## config.mk

```make
export PLATFORM = sky130hd
export DESIGN_NAME = isdc_top
export DESIGN_NICKNAME = d
export VERILOG_FILES = /design/src/inc/isdc_pkg.sv /design/src/hw/isdc_sync.sv /design/src/hw/isdc_top.sv
export SDC_FILE = /design/constraint.sdc
export NUM_CORES = 1
export LEC_CHECK = 0
export BUFFER_PORTS_ARGS = -buffer_cell sky130_fd_sc_hd__buf_2
export CAP_MARGIN = 20
export CORE_MARGIN = 1
export CORE_UTILIZATION = 45
export DETAILED_ROUTE_END_ITERATION = 10
export GPL_TIMING_DRIVEN = 1
export HOLD_SLACK_MARGIN = 0.08
export SLEW_MARGIN = 20
export SYNTH_ARGS = -nofsm -noshare
export SYNTH_HDL_FRONTEND = slang
export SYNTH_SLANG_ARGS = --single-unit
```

## constraint.sdc

```tcl
create_clock -name sys_clk_i -period 11.1 [get_ports sys_clk_i]
set_input_delay 0.555 -clock sys_clk_i [delete_from_list [all_inputs] [get_ports sys_clk_i]]
set_output_delay 0.555 -clock sys_clk_i [all_outputs]
set_load 0.01 [all_outputs]
```

## src/inc/isdc_pkg.sv

```systemverilog
// constants and types of the speed detect configuration bank
package isdc_pkg;

   // -------------------------------------------------
   // register map
   // -------------------------------------------------
   localparam logic [19:0] ISDC_CFG_ADDR  = 20'h00080;
   localparam logic [31:0] ISDC_CFG_RESET = 32'h00000000;
   localparam logic [31:0] ISDC_CFG_WMASK = 32'h7FDFFFFF;

   // -------------------------------------------------
   // field positions
   // -------------------------------------------------
   localparam int ISDC_DET_EN_POS   = 30;
   localparam int ISDC_BRK_EN_POS   = 29;
   localparam int ISDC_COAST_EN_POS = 28;
   localparam int ISDC_REV_EN_POS   = 27;
   localparam int ISDC_RSY_EN_POS   = 26;
   localparam int ISDC_RSY_THR_LSB  = 22;
   localparam int ISDC_BLANK_LSB    = 17;
   localparam int ISDC_START_BRAKE_DURATION_LSB = 13;
   localparam int ISDC_CST_TIME_LSB = 9;
   localparam int ISDC_EMF_THR_LSB  = 6;
   localparam int ISDC_HAND_LSB     = 2;
   localparam int ISDC_CUR_LSB      = 0;

   // -------------------------------------------------
   // link framing
   // -------------------------------------------------
   localparam int         ISDC_CW_RD_POS   = 23;
   localparam int         ISDC_CW_CRC_POS  = 22;
   localparam int         ISDC_CW_DLEN_LSB = 20;
   localparam logic [7:0] ISDC_CRC_POLY    = 8'h07;
   localparam logic [7:0] ISDC_CRC_INIT    = 8'h00;
   localparam logic [7:0] ISDC_IDLE_BYTE   = 8'hFF;
   localparam logic [3:0] ISDC_CW_BYTES    = 4'h3;

   // -------------------------------------------------
   // decode tables
   // -------------------------------------------------
   localparam logic [13:0] ISDC_TIME_MS [16] = '{14'h000A, 14'h0032, 14'h0064, 14'h00C8,
      14'h012C, 14'h0190, 14'h01F4, 14'h02EE, 14'h03E8, 14'h07D0, 14'h0BB8, 14'h0FA0,
      14'h1388, 14'h1D4C, 14'h2710, 14'h3A98};
   localparam logic [11:0] ISDC_EMF_MV [8] = '{12'h064, 12'h096, 12'h0C8, 12'h1F4,
      12'h3E8, 12'h5DC, 12'h7D0, 12'hBB8};
   localparam logic [6:0] ISDC_RSY_PCT [16] = '{7'h05, 7'h0A, 7'h0F, 7'h14, 7'h19, 7'h1E,
      7'h23, 7'h28, 7'h2D, 7'h32, 7'h37, 7'h3C, 7'h46, 7'h50, 7'h5A, 7'h64};
   localparam logic [9:0] ISDC_HAND_PERMIL [16] = '{10'h019, 10'h032, 10'h04B, 10'h064,
      10'h07D, 10'h096, 10'h0C8, 10'h0FA, 10'h12C, 10'h190, 10'h1F4, 10'h258, 10'h2BC,
      10'h320, 10'h384, 10'h3E8};
   localparam logic [5:0] ISDC_CUR_PCT [4] = '{6'h0F, 6'h19, 6'h23, 6'h32};

   // -------------------------------------------------
   // types
   // -------------------------------------------------
   typedef enum logic [4:0]
   {
      ISDC_ST_IDLE = 5'h01,
      ISDC_ST_RX   = 5'h02,
      ISDC_ST_ACK  = 5'h04,
      ISDC_ST_TX   = 5'h08,
      ISDC_ST_TACK = 5'h10
   } isdc_state_t;

   typedef struct packed {
      logic scl;
      logic sda;
   } isdc_pin_t;

   typedef struct packed {
      logic       speed_detect_enable;
      logic       brake_enable;
      logic       start_coast_enable;
      logic       reverse_drive_enable;
      logic       resynchronize_enable;
      logic [3:0] resync_speed_threshold;
      logic [3:0] current_sample_blanking;
      logic [3:0] start_brake_duration;
      logic [3:0] start_coast_duration;
      logic [2:0] stationary_emf_threshold;
      logic [3:0] reverse_openloop_handoff_speed;
      logic [1:0] reverse_openloop_current_limit;
   } isdc_cfg_t;

   typedef struct packed {
      logic [13:0] brake_ms;
      logic [13:0] coast_ms;
      logic [11:0] stationary_mv;
      logic [6:0]  resync_pct;
      logic [9:0]  handoff_permil;
      logic [5:0]  current_pct;
   } isdc_dec_t;

endpackage

```

## src/hw/isdc_sync.sv

```systemverilog
// two-stage synchroniser for asynchronous pin levels
module isdc_sync #(
   parameter int W = 2
) (
   input  wire logic         sys_clk_i,
   input  wire logic         reset_i,
   input  wire logic [W-1:0] async_i,
   output logic      [W-1:0] sync_o
);

   // -------------------------------------------------
   // state
   // -------------------------------------------------
   logic [1:0][W-1:0] stage_q;
   logic [1:0][W-1:0] stage_d;

   always_comb
   begin
      stage_d[0] = async_i;
      stage_d[1] = stage_q[0];
   end

   always_ff @(posedge sys_clk_i or posedge reset_i)
   begin
      if (reset_i)
         stage_q <= '1;
      else
         stage_q <= stage_d;
   end

   assign sync_o = stage_q[1];

endmodule

```

## src/hw/isdc_top.sv

```systemverilog
// speed detect configuration register with its two-wire target port
// -------------------------------------------------
// Overview of operation
// - register at 80h, resets to zero
// - bit 30 enables initial speed detection
// - bit 29 enables start braking
// - bit 28 enables start coast
// - bit 27 reverse drive, 26 resync enable
// - bits 25:22 resync speed, 5 to 100%
// - bits 20:17 current sample blanking time
// - bits 16:13 brake time, 10ms to 15s
// - bits 12:9 coast time, same table
// - bits 8:6 stationary emf, 100-3000mV
// - bits 5:2 reverse handoff, 2.5-100%
// - bits 1:0 reverse current 15-50%
// - framed by id, control word, data, crc
// -------------------------------------------------
module isdc_top #(
   parameter logic [6:0] TARGET_ID = 7'h01
) (
   input  wire logic              sys_clk_i,
   input  wire logic              reset_i,
   input  wire isdc_pkg::isdc_pin_t i2c_i,
   output logic                   sda_o,
   output logic                   sda_oe_o,
   output isdc_pkg::isdc_cfg_t    cfg_o,
   output isdc_pkg::isdc_dec_t    dec_o
);
   import isdc_pkg::*;

   // -------------------------------------------------
   // state
   // -------------------------------------------------
   typedef struct packed {
      isdc_state_t state;
      logic        scl;
      logic        sda;
      logic [7:0]  shift;
      logic [3:0]  bit_cnt;
      logic [3:0]  byte_cnt;
      logic        is_read;
      logic        ack;
      logic        rd_pend;
      logic [23:0] cw;
      logic [31:0] data;
      logic [7:0]  crc;
      logic [7:0]  crc_cw;
      logic        crc_ok;
      logic        sda_drv;
      logic [31:0] cfg;
      isdc_dec_t   dec;
   } isdc_regs_t;

   isdc_regs_t r_q;
   isdc_regs_t r_d;
   isdc_pin_t  pin_s;

   // -------------------------------------------------
   // pin synchroniser
   // -------------------------------------------------
   isdc_sync #(
      .W (2)
   ) u_sync (
      .sys_clk_i (sys_clk_i),
      .reset_i   (reset_i),
      .async_i   (i2c_i),
      .sync_o    (pin_s)
   );

   // -------------------------------------------------
   // crc step, x^8 + x^2 + x + 1
   // -------------------------------------------------
   function automatic logic [7:0] isdc_crc8(input logic [7:0] c, input logic [7:0] b);
      logic [7:0] x;
      x = c ^ b;
      for (int i = 0; i < 8; i++)
         x = x[7] ? ({x[6:0], 1'b0} ^ ISDC_CRC_POLY) : {x[6:0], 1'b0};
      return x;
   endfunction

   // -------------------------------------------------
   // next state
   // -------------------------------------------------
   logic       rise;
   logic       fall;
   logic       start_c;
   logic       stop_c;
   logic       crc_en;
   logic [1:0] dlen;
   logic [4:0] dbytes;
   logic [4:0] need;
   logic       at_cfg;
   logic [3:0] idx;
   logic [7:0] tx_byte;
   logic       tx_data;
   logic       do_load;
   logic [7:0] b;

   always_comb
   begin
      r_d     = r_q;
      b       = r_q.shift;
      rise    = pin_s.scl & ~r_q.scl;
      fall    = ~pin_s.scl & r_q.scl;
      start_c = pin_s.scl & r_q.scl & r_q.sda & ~pin_s.sda;
      stop_c  = pin_s.scl & r_q.scl & ~r_q.sda & pin_s.sda;
      crc_en  = r_q.cw[ISDC_CW_CRC_POS];
      dlen    = r_q.cw[ISDC_CW_DLEN_LSB +: 2];
      dbytes  = 5'h02 << dlen;
      need    = 5'h04 + dbytes + {4'h0, crc_en};
      // other offsets are not served: reads give zero, writes are dropped
      at_cfg  = (r_q.cw[19:0] == ISDC_CFG_ADDR);
      do_load = 1'b0;
      r_d.scl = pin_s.scl;
      r_d.sda = pin_s.sda;

      // outgoing byte: register data, then crc when asked for
      idx     = r_q.byte_cnt - 4'h1;
      tx_data = ({1'b0, idx} < dbytes);
      if (tx_data)
         tx_byte = (at_cfg && idx < 4'h4) ? r_q.cfg[{idx[1:0], 3'h0} +: 8] : 8'h00;
      else if (crc_en)
         tx_byte = r_q.crc;
      else
         tx_byte = ISDC_IDLE_BYTE;

      if (start_c)
      begin
         r_d.state    = ISDC_ST_RX;
         r_d.bit_cnt  = 4'h0;
         r_d.byte_cnt = 4'h0;
         r_d.sda_drv  = 1'b0;
      end
      else if (stop_c)
      begin
         // write commits only on a whole frame, with its crc checked only when the control word enables crc
         if (!r_q.is_read && !r_q.cw[ISDC_CW_RD_POS] && at_cfg && dlen != 2'h0 && dlen != 2'h3
             && {1'b0, r_q.byte_cnt} == need && (r_q.crc_ok || !crc_en))
            r_d.cfg = r_q.data & ISDC_CFG_WMASK;
         r_d.state   = ISDC_ST_IDLE;
         r_d.sda_drv = 1'b0;
      end
      else
      begin
         unique case (r_q.state)
            ISDC_ST_IDLE:
            begin
               r_d.sda_drv = 1'b0;
            end
            ISDC_ST_RX:
            begin
               if (rise)
               begin
                  r_d.shift   = {r_q.shift[6:0], pin_s.sda};
                  r_d.bit_cnt = r_q.bit_cnt + 4'h1;
               end
               else if (fall && r_q.bit_cnt == 4'h8)
               begin
                  r_d.ack     = 1'b1;
                  r_d.bit_cnt = 4'h0;
                  if (r_q.byte_cnt != 4'hF)
                     r_d.byte_cnt = r_q.byte_cnt + 4'h1;
                  if (r_q.byte_cnt == 4'h0)
                  begin
                     // target id and direction
                     r_d.is_read = b[0];
                     if (b[7:1] != TARGET_ID)
                        r_d.ack = 1'b0;
                     else if (!b[0])
                     begin
                        r_d.crc    = isdc_crc8(ISDC_CRC_INIT, b);
                        r_d.crc_ok = 1'b0;
                     end
                     else if (r_q.rd_pend)
                        r_d.crc = isdc_crc8(r_q.crc_cw, b);
                     else
                        r_d.ack = 1'b0;
                  end
                  else if (r_q.byte_cnt <= ISDC_CW_BYTES)
                  begin
                     // control word, most significant byte first
                     r_d.cw  = {r_q.cw[15:0], b};
                     r_d.crc = isdc_crc8(r_q.crc, b);
                     if (r_q.byte_cnt == ISDC_CW_BYTES)
                     begin
                        r_d.rd_pend = r_q.cw[15];
                        r_d.crc_cw  = isdc_crc8(r_q.crc, b);
                        r_d.data    = 32'h00000000;
                     end
                  end
                  else if ({1'b0, r_q.byte_cnt} < 5'h04 + dbytes)
                  begin
                     // data bytes, least significant first
                     if (r_q.byte_cnt < 4'h8)
                        r_d.data[{r_q.byte_cnt[1:0], 3'h0} +: 8] = b;
                     r_d.crc = isdc_crc8(r_q.crc, b);
                  end
                  else if ({1'b0, r_q.byte_cnt} == 5'h04 + dbytes)
                     r_d.crc_ok = (b == r_q.crc);
                  r_d.sda_drv = r_d.ack;
                  r_d.state   = ISDC_ST_ACK;
               end
            end
            ISDC_ST_ACK:
            begin
               if (fall)
               begin
                  r_d.sda_drv = 1'b0;
                  if (!r_q.ack)
                     r_d.state = ISDC_ST_IDLE;
                  else if (r_q.is_read)
                     do_load = 1'b1;
                  else
                     r_d.state = ISDC_ST_RX;
               end
            end
            ISDC_ST_TX:
            begin
               if (fall)
               begin
                  if (r_q.bit_cnt == 4'h7)
                  begin
                     r_d.sda_drv = 1'b0;
                     r_d.state   = ISDC_ST_TACK;
                  end
                  else
                  begin
                     r_d.shift   = {r_q.shift[6:0], 1'b0};
                     r_d.sda_drv = ~r_q.shift[6];
                     r_d.bit_cnt = r_q.bit_cnt + 4'h1;
                  end
               end
            end
            ISDC_ST_TACK:
            begin
               if (rise)
               begin
                  r_d.ack = ~pin_s.sda;
                  // a not-acknowledge closes the pending read
                  if (pin_s.sda)
                     r_d.rd_pend = 1'b0;
               end
               else if (fall)
               begin
                  if (r_q.ack)
                     do_load = 1'b1;
                  else
                     r_d.state = ISDC_ST_IDLE;
               end
            end
         endcase
      end

      // load next outgoing byte
      if (do_load)
      begin
         r_d.shift   = tx_byte;
         r_d.sda_drv = ~tx_byte[7];
         r_d.bit_cnt = 4'h0;
         r_d.state   = ISDC_ST_TX;
         if (tx_data)
            r_d.crc = isdc_crc8(r_q.crc, tx_byte);
         if (r_q.byte_cnt != 4'hF)
            r_d.byte_cnt = r_q.byte_cnt + 4'h1;
      end

      // decoded settings for the start sequence
      r_d.dec.brake_ms       = ISDC_TIME_MS[r_d.cfg[ISDC_START_BRAKE_DURATION_LSB +: 4]];
      r_d.dec.coast_ms       = ISDC_TIME_MS[r_d.cfg[ISDC_CST_TIME_LSB +: 4]];
      r_d.dec.stationary_mv  = ISDC_EMF_MV[r_d.cfg[ISDC_EMF_THR_LSB +: 3]];
      r_d.dec.resync_pct     = ISDC_RSY_PCT[r_d.cfg[ISDC_RSY_THR_LSB +: 4]];
      r_d.dec.handoff_permil = ISDC_HAND_PERMIL[r_d.cfg[ISDC_HAND_LSB +: 4]];
      r_d.dec.current_pct    = ISDC_CUR_PCT[r_d.cfg[ISDC_CUR_LSB +: 2]];
   end

   // -------------------------------------------------
   // registers
   // -------------------------------------------------
   always_ff @(posedge sys_clk_i or posedge reset_i)
   begin
      if (reset_i)
      begin
         r_q                    <= '0;
         r_q.state              <= ISDC_ST_IDLE;
         r_q.scl                <= 1'b1;
         r_q.sda                <= 1'b1;
         r_q.crc                <= ISDC_CRC_INIT;
         r_q.crc_cw             <= ISDC_CRC_INIT;
         r_q.cfg                <= ISDC_CFG_RESET;
         r_q.dec.brake_ms       <= ISDC_TIME_MS[0];
         r_q.dec.coast_ms       <= ISDC_TIME_MS[0];
         r_q.dec.stationary_mv  <= ISDC_EMF_MV[0];
         r_q.dec.resync_pct     <= ISDC_RSY_PCT[0];
         r_q.dec.handoff_permil <= ISDC_HAND_PERMIL[0];
         r_q.dec.current_pct    <= ISDC_CUR_PCT[0];
      end
      else
         r_q <= r_d;
   end

   // -------------------------------------------------
   // outputs
   // -------------------------------------------------
   assign sda_o    = 1'b0;
   assign sda_oe_o = r_q.sda_drv;
   assign dec_o    = r_q.dec;

   always_comb
   begin
      cfg_o.speed_detect_enable            = r_q.cfg[ISDC_DET_EN_POS];
      cfg_o.brake_enable                   = r_q.cfg[ISDC_BRK_EN_POS];
      cfg_o.start_coast_enable             = r_q.cfg[ISDC_COAST_EN_POS];
      cfg_o.reverse_drive_enable           = r_q.cfg[ISDC_REV_EN_POS];
      cfg_o.resynchronize_enable           = r_q.cfg[ISDC_RSY_EN_POS];
      cfg_o.resync_speed_threshold         = r_q.cfg[ISDC_RSY_THR_LSB +: 4];
      cfg_o.current_sample_blanking        = r_q.cfg[ISDC_BLANK_LSB +: 4];
      cfg_o.start_brake_duration           = r_q.cfg[ISDC_START_BRAKE_DURATION_LSB +: 4];
      cfg_o.start_coast_duration           = r_q.cfg[ISDC_CST_TIME_LSB +: 4];
      cfg_o.stationary_emf_threshold       = r_q.cfg[ISDC_EMF_THR_LSB +: 3];
      cfg_o.reverse_openloop_handoff_speed = r_q.cfg[ISDC_HAND_LSB +: 4];
      cfg_o.reverse_openloop_current_limit = r_q.cfg[ISDC_CUR_LSB +: 2];
   end

endmodule

```

==> flow_metrics.py <==
metrics = {
    "floorplanning": {
        "floorplan.die_area_mm2": 0.0252,
        "ios": 99,
        "num_rows": 56,
        "initial_core_util_pct": 46.5,
        "die_x_um": 159,
        "die_h_um": 159,
        "coreArea_mm2": 0.0238,
    },
    "final_layout": {
        "utilization_pct": 49.1,
        "fillCellCount": 2210,
        "seq_area_mm2": 0.00478,
        "layout_commonest_cell": "dfrtp_1",
        "final_cell_mix": "dfrtp_1, nand2_1, buf_2",
        "multi_input_area_mm2": 0.00512,
        "area_growth_pct": 5.51,
        "nNetsFinal": 1163,
        "antennaDiodeCount": 0,
        "drive_gt1_share_pct": 18.5,
    },
    "synthesis": {
        "synth_cell_types": 80,
        "yosys-top-cells-area": "dfrtp_1, buf_4, ha_1, dfstp_2, xnor2_1",
        "synth_ff_type": "dfrtp_1",
        "async_flop_share_pct": 100,
        "synth_area_mm2": 0.0110,
        "syn_inst": 1129,
        "yosys_warnings": 0,
        "synth_top_cell_by_area": "dfrtp_1",
        "yosys_register_bits": 190,
        "synth-seq-area-share_pct": 43.3,
        "avgSynthCellArea_um2": 9.78,
        "synth-edff-count": 0,
        "yosys.area.top_type_share_pct": 37.8,
    },
    "routing": {
        "antenna_left": 0,
        "drc": 0,
        "routed_wl_mm": 27.4,
        "wire_per_inst_um": 19.0,
        "firstDrtPassIters": 8,
        "num_vias": 7985,
        "avgViaCountPerCell": 5.55,
        "dr.first_iter.drc_count": 687,
    },
    "sta": {
        "hold_viol_final": 0,
        "worstMarginPinSlew_ns": 1.18,
        "setup_ws_ns": 6.10,
        "fin_skew_ns": 0.0138,
        "min_period_ns": 5.00,
        "max_slew_margin_pct": 21.3,
        "setup_tns_ns": 0,
        "min_period_over_period_pct": 45.1,
        "drv_slew": 0,
        "fmax_mhz": 200,
        "rsz0062_at_grt": "false",
        "finalSetupViolations": 0,
    },
    "grt": {
        "antenna_found_initial": 0,
        "grt_pass1_wl_mm": 42.9,
        "grt_usage_pct": 22.8,
        "grt_overflow": 0,
        "grt_pass1_vias": 7557,
        "grt_max_degree": 120,
    },
    "clock_network": {
        "clockBufferDepth": 2,
        "cts_root_buffer": "clkbuf_16",
        "cts-resized-gates": 0,
        "tritoncts": "done",
        "worstSkewPairLatency_ns": 0.45,
        "clk_transition_reported_paths_ns": 0.08,
        "h-tree-depth": 4,
        "cts_setup_buffers": 0,
        "ctsHoldBuffers": 0,
        "cts_sinks": 190,
        "cts_buffers": 17,
    },
    "placed_design": {
        "place_hpwl_mm": 19.3,
        "globalplace.congestion": 0.903,
        "preCtsSetupSlack_ns": 6.17,
        "port_buffers": 94,
    },
    "power": {
        "leakagePower_nw": 5.39,
        "powerDensity_mw_per_mm2": 138,
        "vdd_drop_max_mv": 0.101,
    },
    "setup_path": {
        "path_max_fanout": 22,
        "r2r_slack_ns": 6.10,
        "worstPathArrival_ns": 5.33,
        "critPathRequiredTime_ns": 11.42,
        "end_kind": "flop",
        "crit_path_start_kind": "flop",
        "worstSetupPathType": "flop to flop",
    },
    "run_status": {
        "run_status": "finished clean",
    },
    "min_path": {
        "hold_class": "input port to flop",
    },
    "job": {
        "cap_viol_max_count": 0,
    },
}
==> sequential cells by signal, summed over array words and instances (netlist names) <==
signal	count
sda_oe_o	1
r_q	86
b	8
crc_en	1
dlen	2
u_sync.stage_d	2
dec_o	59
cfg_o	29
u_sync.sync_o	2
==> power by group <==
group	internal, mW	switching, mW
combinational	0.0825	0.136
sequential	0.707	0.0356
clock	0.334	0.312
==> metrics by stage <==
step                      cell area [µm²]  instances  power (mW)  hold WS (ns)
after floorplan                     11100       1132       0.909         0.345
after global placement              11000       1406       0.968         0.346
after detailed placement            11000       1406       0.968         0.348
after CTS                           11600       1438        1.62         0.191
after global routing                11700       1438        1.67         0.196
final                               11700       1438        1.61         0.205
==> final timing paths <==
check / start / to / depth (start not counted)
worst max-delay path: r_q[172]$_DFF_PP0_ / r_q[107]$_DFF_PP0_ / 12
worst min-delay path: i2c_i[1] / u_sync.stage_d[3]$_DFF_PP1_ / 1
worst max register to register: r_q[172]$_DFF_PP0_ / r_q[107]$_DFF_PP0_ / 12
worst min register to register: u_sync.stage_d[3]$_DFF_PP1_ / u_sync.sync_o[1]$_DFF_PP1_ / 0
max in group asynchronous: reset_i / r_q[129]$_DFFE_PP0P_ / 3
min in group asynchronous: reset_i / dec_o[24]$_DFF_PP0_ / 2
==> kinds of logic (layout without fill, tap and decap cells) <==
group / count (synthesis) / after routing / synth area share [%]
AND/OR/NAND/NOR: 313 / 313 / 13.7
AO/OA/AOI/OAI: 251 / 251 / 15.0
buffers and inverters: 197 / 184 / 10.5
flip-flops: 190 / 190 / 43.3
XOR/XNOR: 72 / 72 / 5.96
adder cells (fa/ha/maj): 53 / 53 / 6.00
multiplexers: 52 / 52 / 5.48
other: 1 / 4 / 0.0340
==> synthesized netlist by cell type, drive strengths merged, types with 8 or more instances <==
cell    count
a21oi      58
o31ai      13
nor3       14
ha         53
nor4       10
nor2       76
xnor2      55
clkbuf     34
nor2b       8
mux2i      29
nand3      37
xor2       15
dfrtp     167
mux2       18
o211ai      8
dfstp      23
o21ai      75
a31oi      11
buf       112
nand2     122
a22o       27
inv        48
==> routing by layer <==
| layer | wire [µm] | vias to the layer above | track usage (%) |
|---|---|---|---|
| met1 | 12300 | 3855 | 31.9 |
| met5 | 0 | - | 0 |
| met2 | 12800 | 308 | 35.8 |
| li1 | - | 3778 | - |
| met3 | 1660 | 44 | 3.46 |
| met4 | 586 | 0 | 7.83 |
==> layout make-up <==
cell class,instances,share of cell area [%]
Clock buffer,18,3.77
Tap cell,319,3.42
Clock inverter,14,1.62
Inverter,51,1.71
Multi-Input combinational cell,745,43.9
Timing Repair Buffer,101,4.49
Sequential cell,190,41.0
==> worst max-delay path, cell delays in order, from the launching register on <==
cell and delay, ns:
dfrtp_1 0.92, inv_2 0.23, ha_1 0.85, inv_1 0.18, ha_1 0.34, o21ai_0 0.09, a211o_1 0.33, a31oi_1 0.76
a21o_2 0.19, a21oi_1 0.09, xnor2_1 0.25, mux2i_1 0.29, mux2_2 0.36
Note: power is estimated with default switching activity, not from simulation.
